## src/logic/tcfg_defs.svh

```systemverilog
// Offsets, field positions and reset value for the configuration bank
`ifndef TCFG_DEFS_SVH
`define TCFG_DEFS_SVH
`define TCFG_NUM_REGS 16
`define TCFG_ADDR_W 4
`define TCFG_DATA_W 16
`define TCFG_OFS_HDR_TRL 4'h0
`define TCFG_OFS_MODE 4'h1
`define TCFG_OFS_PAIR12 4'h2
`define TCFG_OFS_PAIR34 4'h3
`define TCFG_OFS_PAIR56 4'h4
`define TCFG_OFS_PAIR78 4'h5
`define TCFG_OFS_BUSCLK 4'h6
`define TCFG_OFS_INIT 4'h7
`define TCFG_OFS_WINDOW 4'h8
`define TCFG_OFS_LATENCY 4'h9
`define TCFG_OFS_LOOP 4'hA
`define TCFG_OFS_CONV12 4'hB
`define TCFG_OFS_CONV34 4'hC
`define TCFG_OFS_CONV56 4'hD
`define TCFG_OFS_CONV78 4'hE
`define TCFG_OFS_DIAG 4'hF
`define TCFG_RESET_VAL 16'h0000
`define TCFG_BIT_HIRES 15
`define TCFG_BIT_HITMODE 14
`define TCFG_BIT_LETRA 13
`define TCFG_BIT_FAKE 10
`define TCFG_BIT_OVLAP 9
`define TCFG_BIT_OBSPEED 6
`define TCFG_BIT_MUTE 5
`define TCFG_BIT_LOAD 0
`define TCFG_BIT_INIT_DONE 15
`define TCFG_BIT_ROSTART 3
`define TCFG_BIT_SYNC 2
`define TCFG_BIT_COMMON 1
`define TCFG_BIT_WIDE 0
`define TCFG_BIT_PLLTEST 14
`define TCFG_BIT_OPENLOOP 13
`define TCFG_BIT_INVPHASE 12
`define TCFG_BIT_RESADJ 11
`endif

```

## src/logic/tcfg_pkg.sv

```systemverilog
// Types shared by the configuration bank
package tcfg_pkg;
    typedef logic [15:0] tcfg_word_t;
    typedef logic [5:0] tcfg_trim_t;
endpackage : tcfg_pkg

```

## src/logic/tcfg_regs.sv

```systemverilog
// Sixteen-word configuration bank of the converter chip
`timescale 1ns/1ps
`include "tcfg_defs.svh"

// Function
// Sixteen 16-bit registers at addresses 0-15
// Host downloads registers in fixed order
// Reg0 header enables high, trailer low
// Reg1 bit15 selects high resolution
// Reg1 bits14,13 hit and edge modes
// Host writes zero to safety bits
// Fake/overlap bits ignored in common mode
// Trigger rate bits8:7, transfer rate bit6
// Reg1 bit5 mutes all stop inputs
// Reg1 bits4:1 result processing speed
// Reg1 bit0 launches converter load
// Reg2-5 high channel edges and trim
// Reg2-5 low channel edges and trim
// Reg6 bus clock delay, reference trims
// Reg7 init flag, sync range, strobe
// Reg10 diagnosis, PLL, divider controls
// Reg15 oscillator, mode and format controls
// Host zeroes diagnostic bits of reg15
// Reg8 window width, reg9 latency
// Reg11-14 two converter bytes each
module tcfg_regs
    import tcfg_pkg::*;
#(
    parameter int NUM_REGS = `TCFG_NUM_REGS
) (
    // Clock and reset
    input wire logic sys_clk,
    input wire logic rst_b,
    // Register port
    input wire logic [3:0] reg_addr,
    input wire logic [15:0] reg_wdata,
    input wire logic reg_wr,
    input wire logic reg_rd,
    output logic [15:0] reg_rdata,
    // Channel setup
    output logic [7:0] header_enable,
    output logic [7:0] trailer_enable,
    output logic [7:0] falling_edge_enable,
    output logic [7:0] rising_edge_enable,
    output logic [47:0] channel_delay_trim,
    // Modes
    output logic high_resolution,
    output logic hit_mode_32,
    output logic edge_pair_mode,
    output logic [1:0] core_trim,
    output logic fake_trigger_half,
    output logic overlap_hit,
    output logic [1:0] trigger_rate,
    output logic transfer_rate,
    output logic stop_inputs_muted,
    output logic [3:0] result_speed,
    output logic converter_load_trigger,
    // Timing and PLL
    output logic [3:0] bus_clock_delay,
    output logic [11:0] reference_delay_trim,
    output logic init_done,
    output logic [8:0] sync_range,
    output logic [5:0] hit_strobe_time,
    output logic [15:0] match_window,
    output logic [15:0] match_latency,
    output logic diag_select,
    output logic pll_test,
    output logic pll_open_loop,
    output logic pll_invert_phase,
    output logic resolution_adjust,
    output logic [2:0] ref_clock_div,
    output logic [7:0] pll_fast_div,
    // Converter data
    output logic [63:0] converter_value,
    // Diagnostic and output format
    output logic [15:0] diag_word,
    output logic ring_osc_start,
    output logic sync_mode,
    output logic common_start_mode,
    output logic wide_words
);

    // ************************************************
    // Register array
    // ************************************************
    tcfg_word_t cfg [NUM_REGS];
    tcfg_word_t next_rdata;
    tcfg_word_t rd_word;
    logic load_pulse;

    // ************************************************
    // Strobe qualification
    // ************************************************
    wire logic addr_ok = 32'(reg_addr) < NUM_REGS;
    wire logic wr_hit = reg_wr && addr_ok;
    wire logic rd_hit = reg_rd && addr_ok;
    wire logic load_req = wr_hit && (reg_addr == `TCFG_OFS_MODE)
                          && reg_wdata[`TCFG_BIT_LOAD];

    // ************************************************
    // Helper functions
    // ************************************************
    // Upper or lower byte of a channel pair word
    function automatic logic [7:0] pair_half(input tcfg_word_t w, input logic upper);
        pair_half = upper ? w[15:8] : w[7:0];
    endfunction : pair_half

    // ************************************************
    // Write path
    // ************************************************
    // Every address is writable; nothing is refused
    always_ff @(posedge sys_clk or negedge rst_b) begin
        if (!rst_b) begin
            for (int i = 0; i < NUM_REGS; i++) begin
                cfg[i] <= `TCFG_RESET_VAL;
            end
        end else if (wr_hit) begin
            cfg[reg_addr] <= reg_wdata;
        end
    end

    // ************************************************
    // Register words
    // ************************************************
    wire tcfg_word_t word_hdr_trl = cfg[`TCFG_OFS_HDR_TRL];
    wire tcfg_word_t word_mode = cfg[`TCFG_OFS_MODE];

    wire tcfg_word_t word_pair12 = cfg[`TCFG_OFS_PAIR12];
    wire tcfg_word_t word_pair34 = cfg[`TCFG_OFS_PAIR34];
    wire tcfg_word_t word_pair56 = cfg[`TCFG_OFS_PAIR56];
    wire tcfg_word_t word_pair78 = cfg[`TCFG_OFS_PAIR78];

    wire tcfg_word_t word_busclk = cfg[`TCFG_OFS_BUSCLK];
    wire tcfg_word_t word_init = cfg[`TCFG_OFS_INIT];
    wire tcfg_word_t word_window = cfg[`TCFG_OFS_WINDOW];
    wire tcfg_word_t word_latency = cfg[`TCFG_OFS_LATENCY];
    wire tcfg_word_t word_loop = cfg[`TCFG_OFS_LOOP];

    wire tcfg_word_t word_conv12 = cfg[`TCFG_OFS_CONV12];
    wire tcfg_word_t word_conv34 = cfg[`TCFG_OFS_CONV34];
    wire tcfg_word_t word_conv56 = cfg[`TCFG_OFS_CONV56];
    wire tcfg_word_t word_conv78 = cfg[`TCFG_OFS_CONV78];
    wire tcfg_word_t word_diag = cfg[`TCFG_OFS_DIAG];

    // ************************************************
    // Read select
    // ************************************************
    // Idle cycles read as zero so stale data never lingers on the port
    assign rd_word = (reg_addr == `TCFG_OFS_HDR_TRL) ? word_hdr_trl :
                     (reg_addr == `TCFG_OFS_MODE) ? word_mode :
                     (reg_addr == `TCFG_OFS_PAIR12) ? word_pair12 :
                     (reg_addr == `TCFG_OFS_PAIR34) ? word_pair34 :
                     (reg_addr == `TCFG_OFS_PAIR56) ? word_pair56 :
                     (reg_addr == `TCFG_OFS_PAIR78) ? word_pair78 :
                     (reg_addr == `TCFG_OFS_BUSCLK) ? word_busclk :
                     (reg_addr == `TCFG_OFS_INIT) ? word_init :
                     (reg_addr == `TCFG_OFS_WINDOW) ? word_window :
                     (reg_addr == `TCFG_OFS_LATENCY) ? word_latency :
                     (reg_addr == `TCFG_OFS_LOOP) ? word_loop :
                     (reg_addr == `TCFG_OFS_CONV12) ? word_conv12 :
                     (reg_addr == `TCFG_OFS_CONV34) ? word_conv34 :
                     (reg_addr == `TCFG_OFS_CONV56) ? word_conv56 :
                     (reg_addr == `TCFG_OFS_CONV78) ? word_conv78 :
                     word_diag;
    assign next_rdata = rd_hit ? rd_word : `TCFG_RESET_VAL;

    // ************************************************
    // Read data and load pulse
    // ************************************************
    always_ff @(posedge sys_clk or negedge rst_b) begin
        if (!rst_b) begin
            reg_rdata <= 16'h0000;
            load_pulse <= 1'b0;
        end else begin
            reg_rdata <= next_rdata;
            load_pulse <= load_req;
        end
    end

    // ************************************************
    // Header and trailer enables
    // ************************************************
    assign header_enable = word_hdr_trl[15:8];
    assign trailer_enable = word_hdr_trl[7:0];

    // ************************************************
    // Resolution and edge modes
    // ************************************************
    assign high_resolution = word_mode[`TCFG_BIT_HIRES];
    assign hit_mode_32 = word_mode[`TCFG_BIT_HITMODE];
    assign edge_pair_mode = word_mode[`TCFG_BIT_LETRA];

    // ************************************************
    // Core trim
    // ************************************************
    // Stored as written; the host keeps it at zero
    assign core_trim = word_mode[12:11];

    // ************************************************
    // Fake trigger
    // ************************************************
    // Forced low in common start mode, where it has no meaning
    assign fake_trigger_half = word_mode[`TCFG_BIT_FAKE]
                               && !common_start_mode;

    // ************************************************
    // Overlap hit
    // ************************************************
    assign overlap_hit = word_mode[`TCFG_BIT_OVLAP]
                         && !common_start_mode;

    // ************************************************
    // Rates and muting
    // ************************************************
    assign trigger_rate = word_mode[8:7];
    assign transfer_rate = word_mode[`TCFG_BIT_OBSPEED];
    assign stop_inputs_muted = word_mode[`TCFG_BIT_MUTE];
    assign result_speed = word_mode[4:1];

    // ************************************************
    // Converter load
    // ************************************************
    // One-cycle pulse per write with the bit set; the bit reads back
    assign converter_load_trigger = load_pulse;

    // ************************************************
    // Channel 1
    // ************************************************
    // Lower channel of the pair sits in the low byte
    wire logic [7:0] ch1_bits = pair_half(word_pair12, 1'b0);
    assign falling_edge_enable[0] = ch1_bits[7];
    assign rising_edge_enable[0] = ch1_bits[6];
    assign channel_delay_trim[5:0] = ch1_bits[5:0];

    // ************************************************
    // Channel 2
    // ************************************************
    // Higher channel of the pair sits in the high byte
    wire logic [7:0] ch2_bits = pair_half(word_pair12, 1'b1);
    assign falling_edge_enable[1] = ch2_bits[7];
    assign rising_edge_enable[1] = ch2_bits[6];
    assign channel_delay_trim[11:6] = ch2_bits[5:0];

    // ************************************************
    // Channel 3
    // ************************************************
    // Lower channel of the pair sits in the low byte
    wire logic [7:0] ch3_bits = pair_half(word_pair34, 1'b0);
    assign falling_edge_enable[2] = ch3_bits[7];
    assign rising_edge_enable[2] = ch3_bits[6];
    assign channel_delay_trim[17:12] = ch3_bits[5:0];

    // ************************************************
    // Channel 4
    // ************************************************
    // Higher channel of the pair sits in the high byte
    wire logic [7:0] ch4_bits = pair_half(word_pair34, 1'b1);
    assign falling_edge_enable[3] = ch4_bits[7];
    assign rising_edge_enable[3] = ch4_bits[6];
    assign channel_delay_trim[23:18] = ch4_bits[5:0];

    // ************************************************
    // Channel 5
    // ************************************************
    // Lower channel of the pair sits in the low byte
    wire logic [7:0] ch5_bits = pair_half(word_pair56, 1'b0);
    assign falling_edge_enable[4] = ch5_bits[7];
    assign rising_edge_enable[4] = ch5_bits[6];
    assign channel_delay_trim[29:24] = ch5_bits[5:0];

    // ************************************************
    // Channel 6
    // ************************************************
    // Higher channel of the pair sits in the high byte
    wire logic [7:0] ch6_bits = pair_half(word_pair56, 1'b1);
    assign falling_edge_enable[5] = ch6_bits[7];
    assign rising_edge_enable[5] = ch6_bits[6];
    assign channel_delay_trim[35:30] = ch6_bits[5:0];

    // ************************************************
    // Channel 7
    // ************************************************
    // Lower channel of the pair sits in the low byte
    wire logic [7:0] ch7_bits = pair_half(word_pair78, 1'b0);
    assign falling_edge_enable[6] = ch7_bits[7];
    assign rising_edge_enable[6] = ch7_bits[6];
    assign channel_delay_trim[41:36] = ch7_bits[5:0];

    // ************************************************
    // Channel 8
    // ************************************************
    // Higher channel of the pair sits in the high byte
    wire logic [7:0] ch8_bits = pair_half(word_pair78, 1'b1);
    assign falling_edge_enable[7] = ch8_bits[7];
    assign rising_edge_enable[7] = ch8_bits[6];
    assign channel_delay_trim[47:42] = ch8_bits[5:0];

    // ************************************************
    // Bus clock and reference trims
    // ************************************************
    wire logic [5:0] ref_a_trim = word_busclk[5:0];
    wire logic [5:0] ref_b_trim = word_busclk[11:6];
    assign bus_clock_delay = word_busclk[15:12];
    assign reference_delay_trim = {ref_b_trim, ref_a_trim};

    // ************************************************
    // Initialisation and synchronous range
    // ************************************************
    assign init_done = word_init[`TCFG_BIT_INIT_DONE];
    assign sync_range = word_init[14:6];
    assign hit_strobe_time = word_init[5:0];

    // ************************************************
    // Trigger matching
    // ************************************************
    // Window width and latency are plain 16-bit counts
    assign match_window = word_window;
    assign match_latency = word_latency;

    // ************************************************
    // Diagnosis and PLL controls
    // ************************************************
    assign diag_select = word_loop[15];
    assign pll_test = word_loop[`TCFG_BIT_PLLTEST];
    assign pll_open_loop = word_loop[`TCFG_BIT_OPENLOOP];
    assign pll_invert_phase = word_loop[`TCFG_BIT_INVPHASE];
    assign resolution_adjust = word_loop[`TCFG_BIT_RESADJ];

    // ************************************************
    // Clock dividers
    // ************************************************
    assign ref_clock_div = word_loop[10:8];
    assign pll_fast_div = word_loop[7:0];

    // ************************************************
    // Converter values 1 and 2
    // ************************************************
    wire logic [7:0] conv2_byte = word_conv12[15:8];
    wire logic [7:0] conv1_byte = word_conv12[7:0];
    assign converter_value[15:0] = {conv2_byte, conv1_byte};

    // ************************************************
    // Converter values 3 and 4
    // ************************************************
    wire logic [7:0] conv4_byte = word_conv34[15:8];
    wire logic [7:0] conv3_byte = word_conv34[7:0];
    assign converter_value[31:16] = {conv4_byte, conv3_byte};

    // ************************************************
    // Converter values 5 and 6
    // ************************************************
    wire logic [7:0] conv6_byte = word_conv56[15:8];
    wire logic [7:0] conv5_byte = word_conv56[7:0];
    assign converter_value[47:32] = {conv6_byte, conv5_byte};

    // ************************************************
    // Converter values 7 and 8
    // ************************************************
    wire logic [7:0] conv8_byte = word_conv78[15:8];
    wire logic [7:0] conv7_byte = word_conv78[7:0];
    assign converter_value[63:48] = {conv8_byte, conv7_byte};

    // ************************************************
    // Diagnostic word
    // ************************************************
    assign diag_word = word_diag;

    // ************************************************
    // Output format
    // ************************************************
    // Low nibble selects oscillator, timing mode and word width
    assign ring_osc_start = word_diag[`TCFG_BIT_ROSTART];
    assign sync_mode = word_diag[`TCFG_BIT_SYNC];
    assign common_start_mode = word_diag[`TCFG_BIT_COMMON];
    assign wide_words = word_diag[`TCFG_BIT_WIDE];

endmodule : tcfg_regs

```

## config.mk

```make
export PLATFORM = sky130hd
export DESIGN_NAME = tcfg_regs
export DESIGN_NICKNAME = d
export VERILOG_FILES = /design/src/logic/tcfg_pkg.sv /design/src/logic/tcfg_regs.sv
export VERILOG_INCLUDE_DIRS = /design/src /design/src/logic
export SDC_FILE = /design/constraint.sdc
export NUM_CORES = 1
export LEC_CHECK = 0
export ABC_AREA = 1
export BUFFER_PORTS_ARGS = -buffer_cell sky130_fd_sc_hd__buf_2
export CORE_MARGIN = 5
export CORE_UTILIZATION = 45
export DETAILED_ROUTE_END_ITERATION = 8
export PLACE_DENSITY_LB_ADDON = 0.3
export SLEW_MARGIN = 20
export SYNTH_ARGS = -nofsm -noshare
export SYNTH_HDL_FRONTEND = slang
export SYNTH_SLANG_ARGS = --single-unit
```

## constraint.sdc

```tcl
create_clock -name sys_clk -period 1.5 [get_ports sys_clk]
set_input_delay 0.075 -clock sys_clk [delete_from_list [all_inputs] [get_ports sys_clk]]
set_output_delay 0.075 -clock sys_clk [all_outputs]
set_load 0.02 [all_outputs]
```

==> flow_summary.ini, run 1 <==
[timing]
tns_ps = -3908
worst_pin_slew_ps = 429.5
timing.fmax_mhz = 533.3
finalMaxSlewViolations = 0
finalSetupViolCount = 16
timing.final.crit_share_pct = 125.0
skew_ps = 13.69
hold_violations = 0
period_minus_slack_ps = 1875
rsz0062_at_grt = true
worst_slack_ps = -375.0
max_slew_margin_pct = 71.37
timing.hold.ws_ps = 37.81

[final_layout]
stdcell_count = 2456
fin_util_pct = 64.79
layout.nets = 2078
diodes = 0
area_delta_synth_final_pct = 42.49
fin_area_um2 = 17950
drive_above_1_share_pct = 39.32
final.fill_count = 2330

[critical_path]
cp_cell_sequence = or2_0, nand3_1, nand3_2, nand2_2, nand2_2, nand2_2, nand3_2, nand3_2, nand3_2, nand3_2, nand2_2, nand2_2, nand2_1, nand2_2, a21oi_1
crit_required_ps = 1930
cp-start-kind = flip-flop
worstPathArrival_ps = 2300
critical_path_class = flip-flop to flip-flop
slowest_stage = dfrtp_2
regToRegEndpoint = reg_rdata[3]
r2r-start = word_conv56[3]
crit_end = reg_rdata[3]
r2r_slack_ps = -380
critical_path.startpoint = word_conv56[3]
reg2regPathDepth = 15
path_depth = 15
end_kind = flip-flop
cp_num_buf_inv = 0
crit_fanout = 2
cp_common_cell = nand2_2
slowest_delay_ps = 400
cp_top_family = simple AND/OR/NAND/NOR gates

[outcome]
violations = setup timing
run_status = finished with violations

[clock_tree]
cts_buffers = 30
clock_latency_ps = 550
cts_tree = done
cts-root-buf = clkbuf_16
path_clk_slew_ps = 60
cts.path.max_buffers = 3
clock_sinks = 273
htree_levels = 1

[grt]
first_global_vias = 12480
antenna_found_initial = 0
grt_pass1_wl_mm = 73.02
overflow = 0
grtUsageTotal_pct = 30.10
grt_max_degree = 59

[detailed_routing]
drc_errors = 0
vias = 12950
postRouteAntennaNets = 0
drtIter0Drc = 1511
drt_pass1_iterations = 6
wl_mm = 48.63
wl_per_cell_um = 19.80
via_per_inst = 5.274

[floorplanning]
core_area_um2 = 27710
die_y_um = 177.3
initial_utilization_pct = 45.47
die_area_um2 = 31440
fp.dieW_um = 177.3
pin_count = 300
num_rows = 61

[synthesis]
synth_seq_cells = 273
synth_cells = 1590
synth-seq-area-share_pct = 54.23
ys.warnings.count = 0
ys.flop_type = dfrtp_1
synth_edf_count = 0
synth_fp_nets = 1614
syn-cell-area_um2 = 12600
synth_area_per_cell_um2 = 7.923
netlist-cell-type-count = 26
synth-async-reset-ratio_pct = 100.0

[placed_design]
dpl-instance-area_um2 = 16180
dpl.hpwl_mm = 34.17
dp_cells = 2390
gp_congestion = 0.9416
io_buffers = 299

[hold_path]
worstHoldPathType = primary input to async pin

[power]
p_leak_uw = 0.009689
ir_drop_v = 0.0009084
p_per_area_nw_per_um2 = 1465

[flow_run]
maxCapViolCount = 0
[how the worst min path moves through the flow]
stage	start	end	slack [ps]
6_report	rst_b	word_conv78[2]	40
5_1_grt	reg_wdata[0]	converter_load_trigger	40
4_1_cts	rst_b	word_conv78[2]	30
3_5_place_dp	rst_b	word_conv78[2]	10
3_3_place_gp	rst_b	word_conv78[2]	20
2_1_floorplan	rst_b	converter_load_trigger	-220
[placed cells by master (no fill, tap or decap), types with 12 or more instances in the layout]
cell,synthesis,routed
nand2_1,541,462
a21oi_1,41,31
buf_2,14,297
buf_4,14,222
nor2_1,91,88
dfrtp_1,273,269
a21oi_2,2,12
inv_1,83,81
clkbuf_16,0,31
or2_2,32,32
nand3_2,6,72
o21ai_0,286,284
buf_12,0,25
nand2_2,2,76
nand3_1,92,26
[final cells by class]
type                       instances  area, µm²  share of cell area (%)
timing repair buffer             547       3689                   20.55
inverter                          89      345.3                   1.924
clock inverter                    17      236.5                   1.317
sequential                       273       6837                   38.09
tap                              378      473.0                   2.635
clock buffer                      39      855.8                   4.768
multi-input combinational       1113       5514                   30.72
[power by group]
group	switching (µW)	leakage [µW]	total, µW	internal, µW
Sequential	1310	0.00347	10100	8830
Clock	3160	0.000523	8060	4890
Combinational	5090	0.00569	8100	3010
Total	9560	0.00969	26300	16700
[cells in the mapped netlist (3+ instances only)]
library cell  instances  area share [%]
o211ai_1              4            0.24
nand2_1             541              16
clkbuf_1             84             2.5
buf_4                14            0.83
buf_2                14            0.56
nand3_2               6            0.48
or2_0                 4            0.20
nor2_1               91             2.7
nand3_1              92             3.7
o21ai_1               5            0.20
a21oi_1              41             1.6
nor2_2                3            0.15
o21ai_0             286              11
inv_2                 4            0.12
or2_2                32             1.6
dfrtp_1             273              54
inv_1                83             2.5
[per-layer routing]
metal | up-vias | track usage [%] | wire length (µm)
met5 | - | 0 | 0
met3 | 77 | 6.732 | 5166
met2 | 706 | 46.10 | 21400
li1 | 6022 | - | -
met1 | 6149 | 43.57 | 20710
met4 | 0 | 8.218 | 1348
[worst reg2reg max path, cell delays in order, from the launching register on]
cell and delay, ps:
dfrtp_2 400, or2_0 200, nand3_1 90, nand3_2 80, nand2_2 100, nand2_2 60
nand2_2 60, nand3_2 100, nand3_2 90, nand3_2 100, nand3_2 90, nand2_2 70
nand2_2 80, nand2_1 70, nand2_2 80, a21oi_1 70
[what timing repair did]
action                                  CTS  global route
hold buffers                              2             0
endpoints found under the hold margin   287             0
endpoints found under the setup margin   16            17
setup buffers                             5             3
resized for setup                       100            67
pin swaps                                63            70
[stage by stage]
| stage | total power, µW | setup slack, ps |
|---|---|---|
| CTS | 26140 | -364.4 |
| global placement | 17690 | -888.3 |
| detailed placement | 17840 | -924.4 |
| floorplan | 13800 | -59.73 |
| finish | 26300 | -375.0 |
| global route | 27450 | -489.1 |
[cell families after synthesis]
kind of cell | after synthesis | synth area share (%)
flip-flops | 273 | 54.23
AND/OR/NAND/NOR | 775 | 25.43
AO/OA/AOI/OAI | 338 | 13.57
buffers and inverters | 204 | 6.774
Note: power is estimated with default switching activity, not from simulation.
==> inputs of run 2 (changes only) <==
Clock period 1.5 ns to 2.4 ns, I/O delays scaled along.
==> flow_summary.ini, run 2 (synthesized netlist as in run 1, its figures left out) <==
[critical_path]
worstPathArrival_ps = 2730
crit_required_ps = 2880
r2r-start = diag_word[1]
cp-start-kind = flip-flop
reg2regPathDepth = 16
r2r_slack_ps = 150
crit_fanout = 6
regToRegEndpoint = reg_rdata[1]
critical_path_class = flip-flop to flip-flop
end_kind = flip-flop

[clock_tree]
cts_tree = done
postCtsSetupBuffers = 0
cts_resized = 0
cts.path.max_buffers = 3
cts_buffers = 29
clock_sinks = 273
cts-root-buf = clkbuf_16
path_clk_slew_ps = 60
clock_latency_ps = 550
htree_levels = 1

[detailed_routing]
vias = 12180
drtIter0Drc = 1720
via_per_inst = 5.405
drc_errors = 0
wl_mm = 46.96
drt_pass1_iterations = 6
wl_per_cell_um = 20.85
postRouteAntennaNets = 0

[timing]
skew_ps = 12.13
timing.final.crit_share_pct = 93.55
rsz0062_at_grt = false
finalMaxSlewViolations = 0
worst_slack_ps = 154.8
worst_pin_slew_ps = 993.2
max_slew_margin_pct = 33.71
period_minus_slack_ps = 2245
hold_violations = 0
timing.fmax_mhz = 445.4
finalSetupViolCount = 0

[power]
internal_power_uw = 9615
p_per_area_nw_per_um2 = 982.9
finalPower_uw = 15190
power_frac_comb_pct = 26.2
switching_share_pct = 36.72
p_clk_share_pct = 30.9
p_leak_uw = 0.008336
ir_drop_v = 0.0005699
p_sw_uw = 5580
pwr-share-seq_pct = 42.9

[placed_design]
preCtsSetupSlack_ps = -112.0
gp_congestion = 0.9262
io_buffers = 299
dpl.hpwl_mm = 33.13
dp_cells = 2200

[hold_path]
worstHoldPathType = primary input to async pin

[final_layout]
area_delta_synth_final_pct = 22.73
layout.nets = 1879
final_common_cell = nand2_1
stdcell_count = 2253
diodes = 0
drive_above_1_share_pct = 23.73
mostFrequentLayoutCells = nand2_1 (541), buf_2 (298), o21ai_0 (286), dfrtp_1 (273), nand3_1 (92)
multi_input_area_um2 = 4912
fin_util_pct = 55.80
register_area_um2 = 6832
final.fill_count = 2641

[grt]
antenna_found_initial = 1
first_global_vias = 11200
grtUsageTotal_pct = 28.97
grt_max_degree = 75
overflow = 0
grt_pass1_wl_mm = 69.69

[floorplanning]
core_area_um2 = 27710
die_area_um2 = 31440
initial_utilization_pct = 45.47
num_rows = 61
fp.dieW_um = 177.3
die_y_um = 177.3
pin_count = 300

[flow_run]
maxCapViolCount = 0

[outcome]
run_status = completed
## run 2: changes by cell type in the layout (fill, tap and decap cells not counted), sizes merged
cell	previous run	this run
buf	545	347
clkinvlp	6	0
inv	88	89
## run 2: stage by stage
stage / cell area, µm² / setup TNS, ps / hold slack [ps]
global route: 15460 / 0 / 205.6
floorplan: 12600 / 0 / -175.6
finish: 15460 / 0 / 171.3
CTS: 15460 / 0 / 179.7
global placement: 14460 / -381.8 / 152.8
detailed placement: 14460 / -215.0 / 155.4
## run 2: cell type report
cell class / count / share of cell area, %
sequential: 273 / 44.19
multi-input combinational: 1113 / 31.77
timing repair buffer: 349 / 12.45
clock buffer: 39 / 5.131
tap: 378 / 3.059
inverter: 89 / 2.177
clock inverter: 12 / 1.222
## run 2: metal layers
| layer | wire, µm | track usage, % | part of all wire, % | up-vias |
|---|---|---|---|---|
| met3 | 5532 | 5.539 | 12 | 73 |
| met2 | 19850 | 42.18 | 42 | 749 |
| met4 | 1076 | 6.413 | 2.3 | 2 |
| met1 | 20490 | 45.07 | 44 | 5749 |
| li1 | - | - | - | 5605 |
| met5 | 13 | 0 | 0.028 | - |
## run 2: timing repair
item                                    CTS  global route
endpoints found under the hold margin    83             0
endpoints found under the setup margin    0             0
hold buffers                              2             0
## run 2: worst max-delay path: stages, from the launching register on
cell and delay [ps]:
dfrtp_1 530, nand2_1 120, nand3_2 80, nand3_1 90
nand2_1 110, nand2_1 60, nand3_1 80, nand3_1 120
nand3_1 110, nand3_1 140, nand3_1 120, nand3_1 90
nand2_1 100, nand2_1 60, nand2_1 140, nand2_1 90
a21oi_1 130
## run 2: worst max path at each step
stage            startpoint  slack [ps]            end  cells past startpoint
6_report       diag_word[1]         150   reg_rdata[1]                     16
5_1_grt        diag_word[1]          30   reg_rdata[1]                     16
4_1_cts        diag_word[1]         230   reg_rdata[1]                     16
3_5_place_dp    reg_addr[3]        -110   reg_rdata[1]                     18
3_3_place_gp    reg_addr[3]        -170   reg_rdata[1]                     18
2_1_floorplan   reg_addr[1]         750  reg_rdata[10]                     16
## run 2: power groups by stage
stage	logic [µW]	registers, µW	clock network [µW]
3_5_place_dp	3970	6540	0
4_1_cts	4000	6470	4730
6_report	3980	6520	4700
5_1_grt	4350	6600	4940
2_1_floorplan	1320	7300	0
3_3_place_gp	3890	6540	0
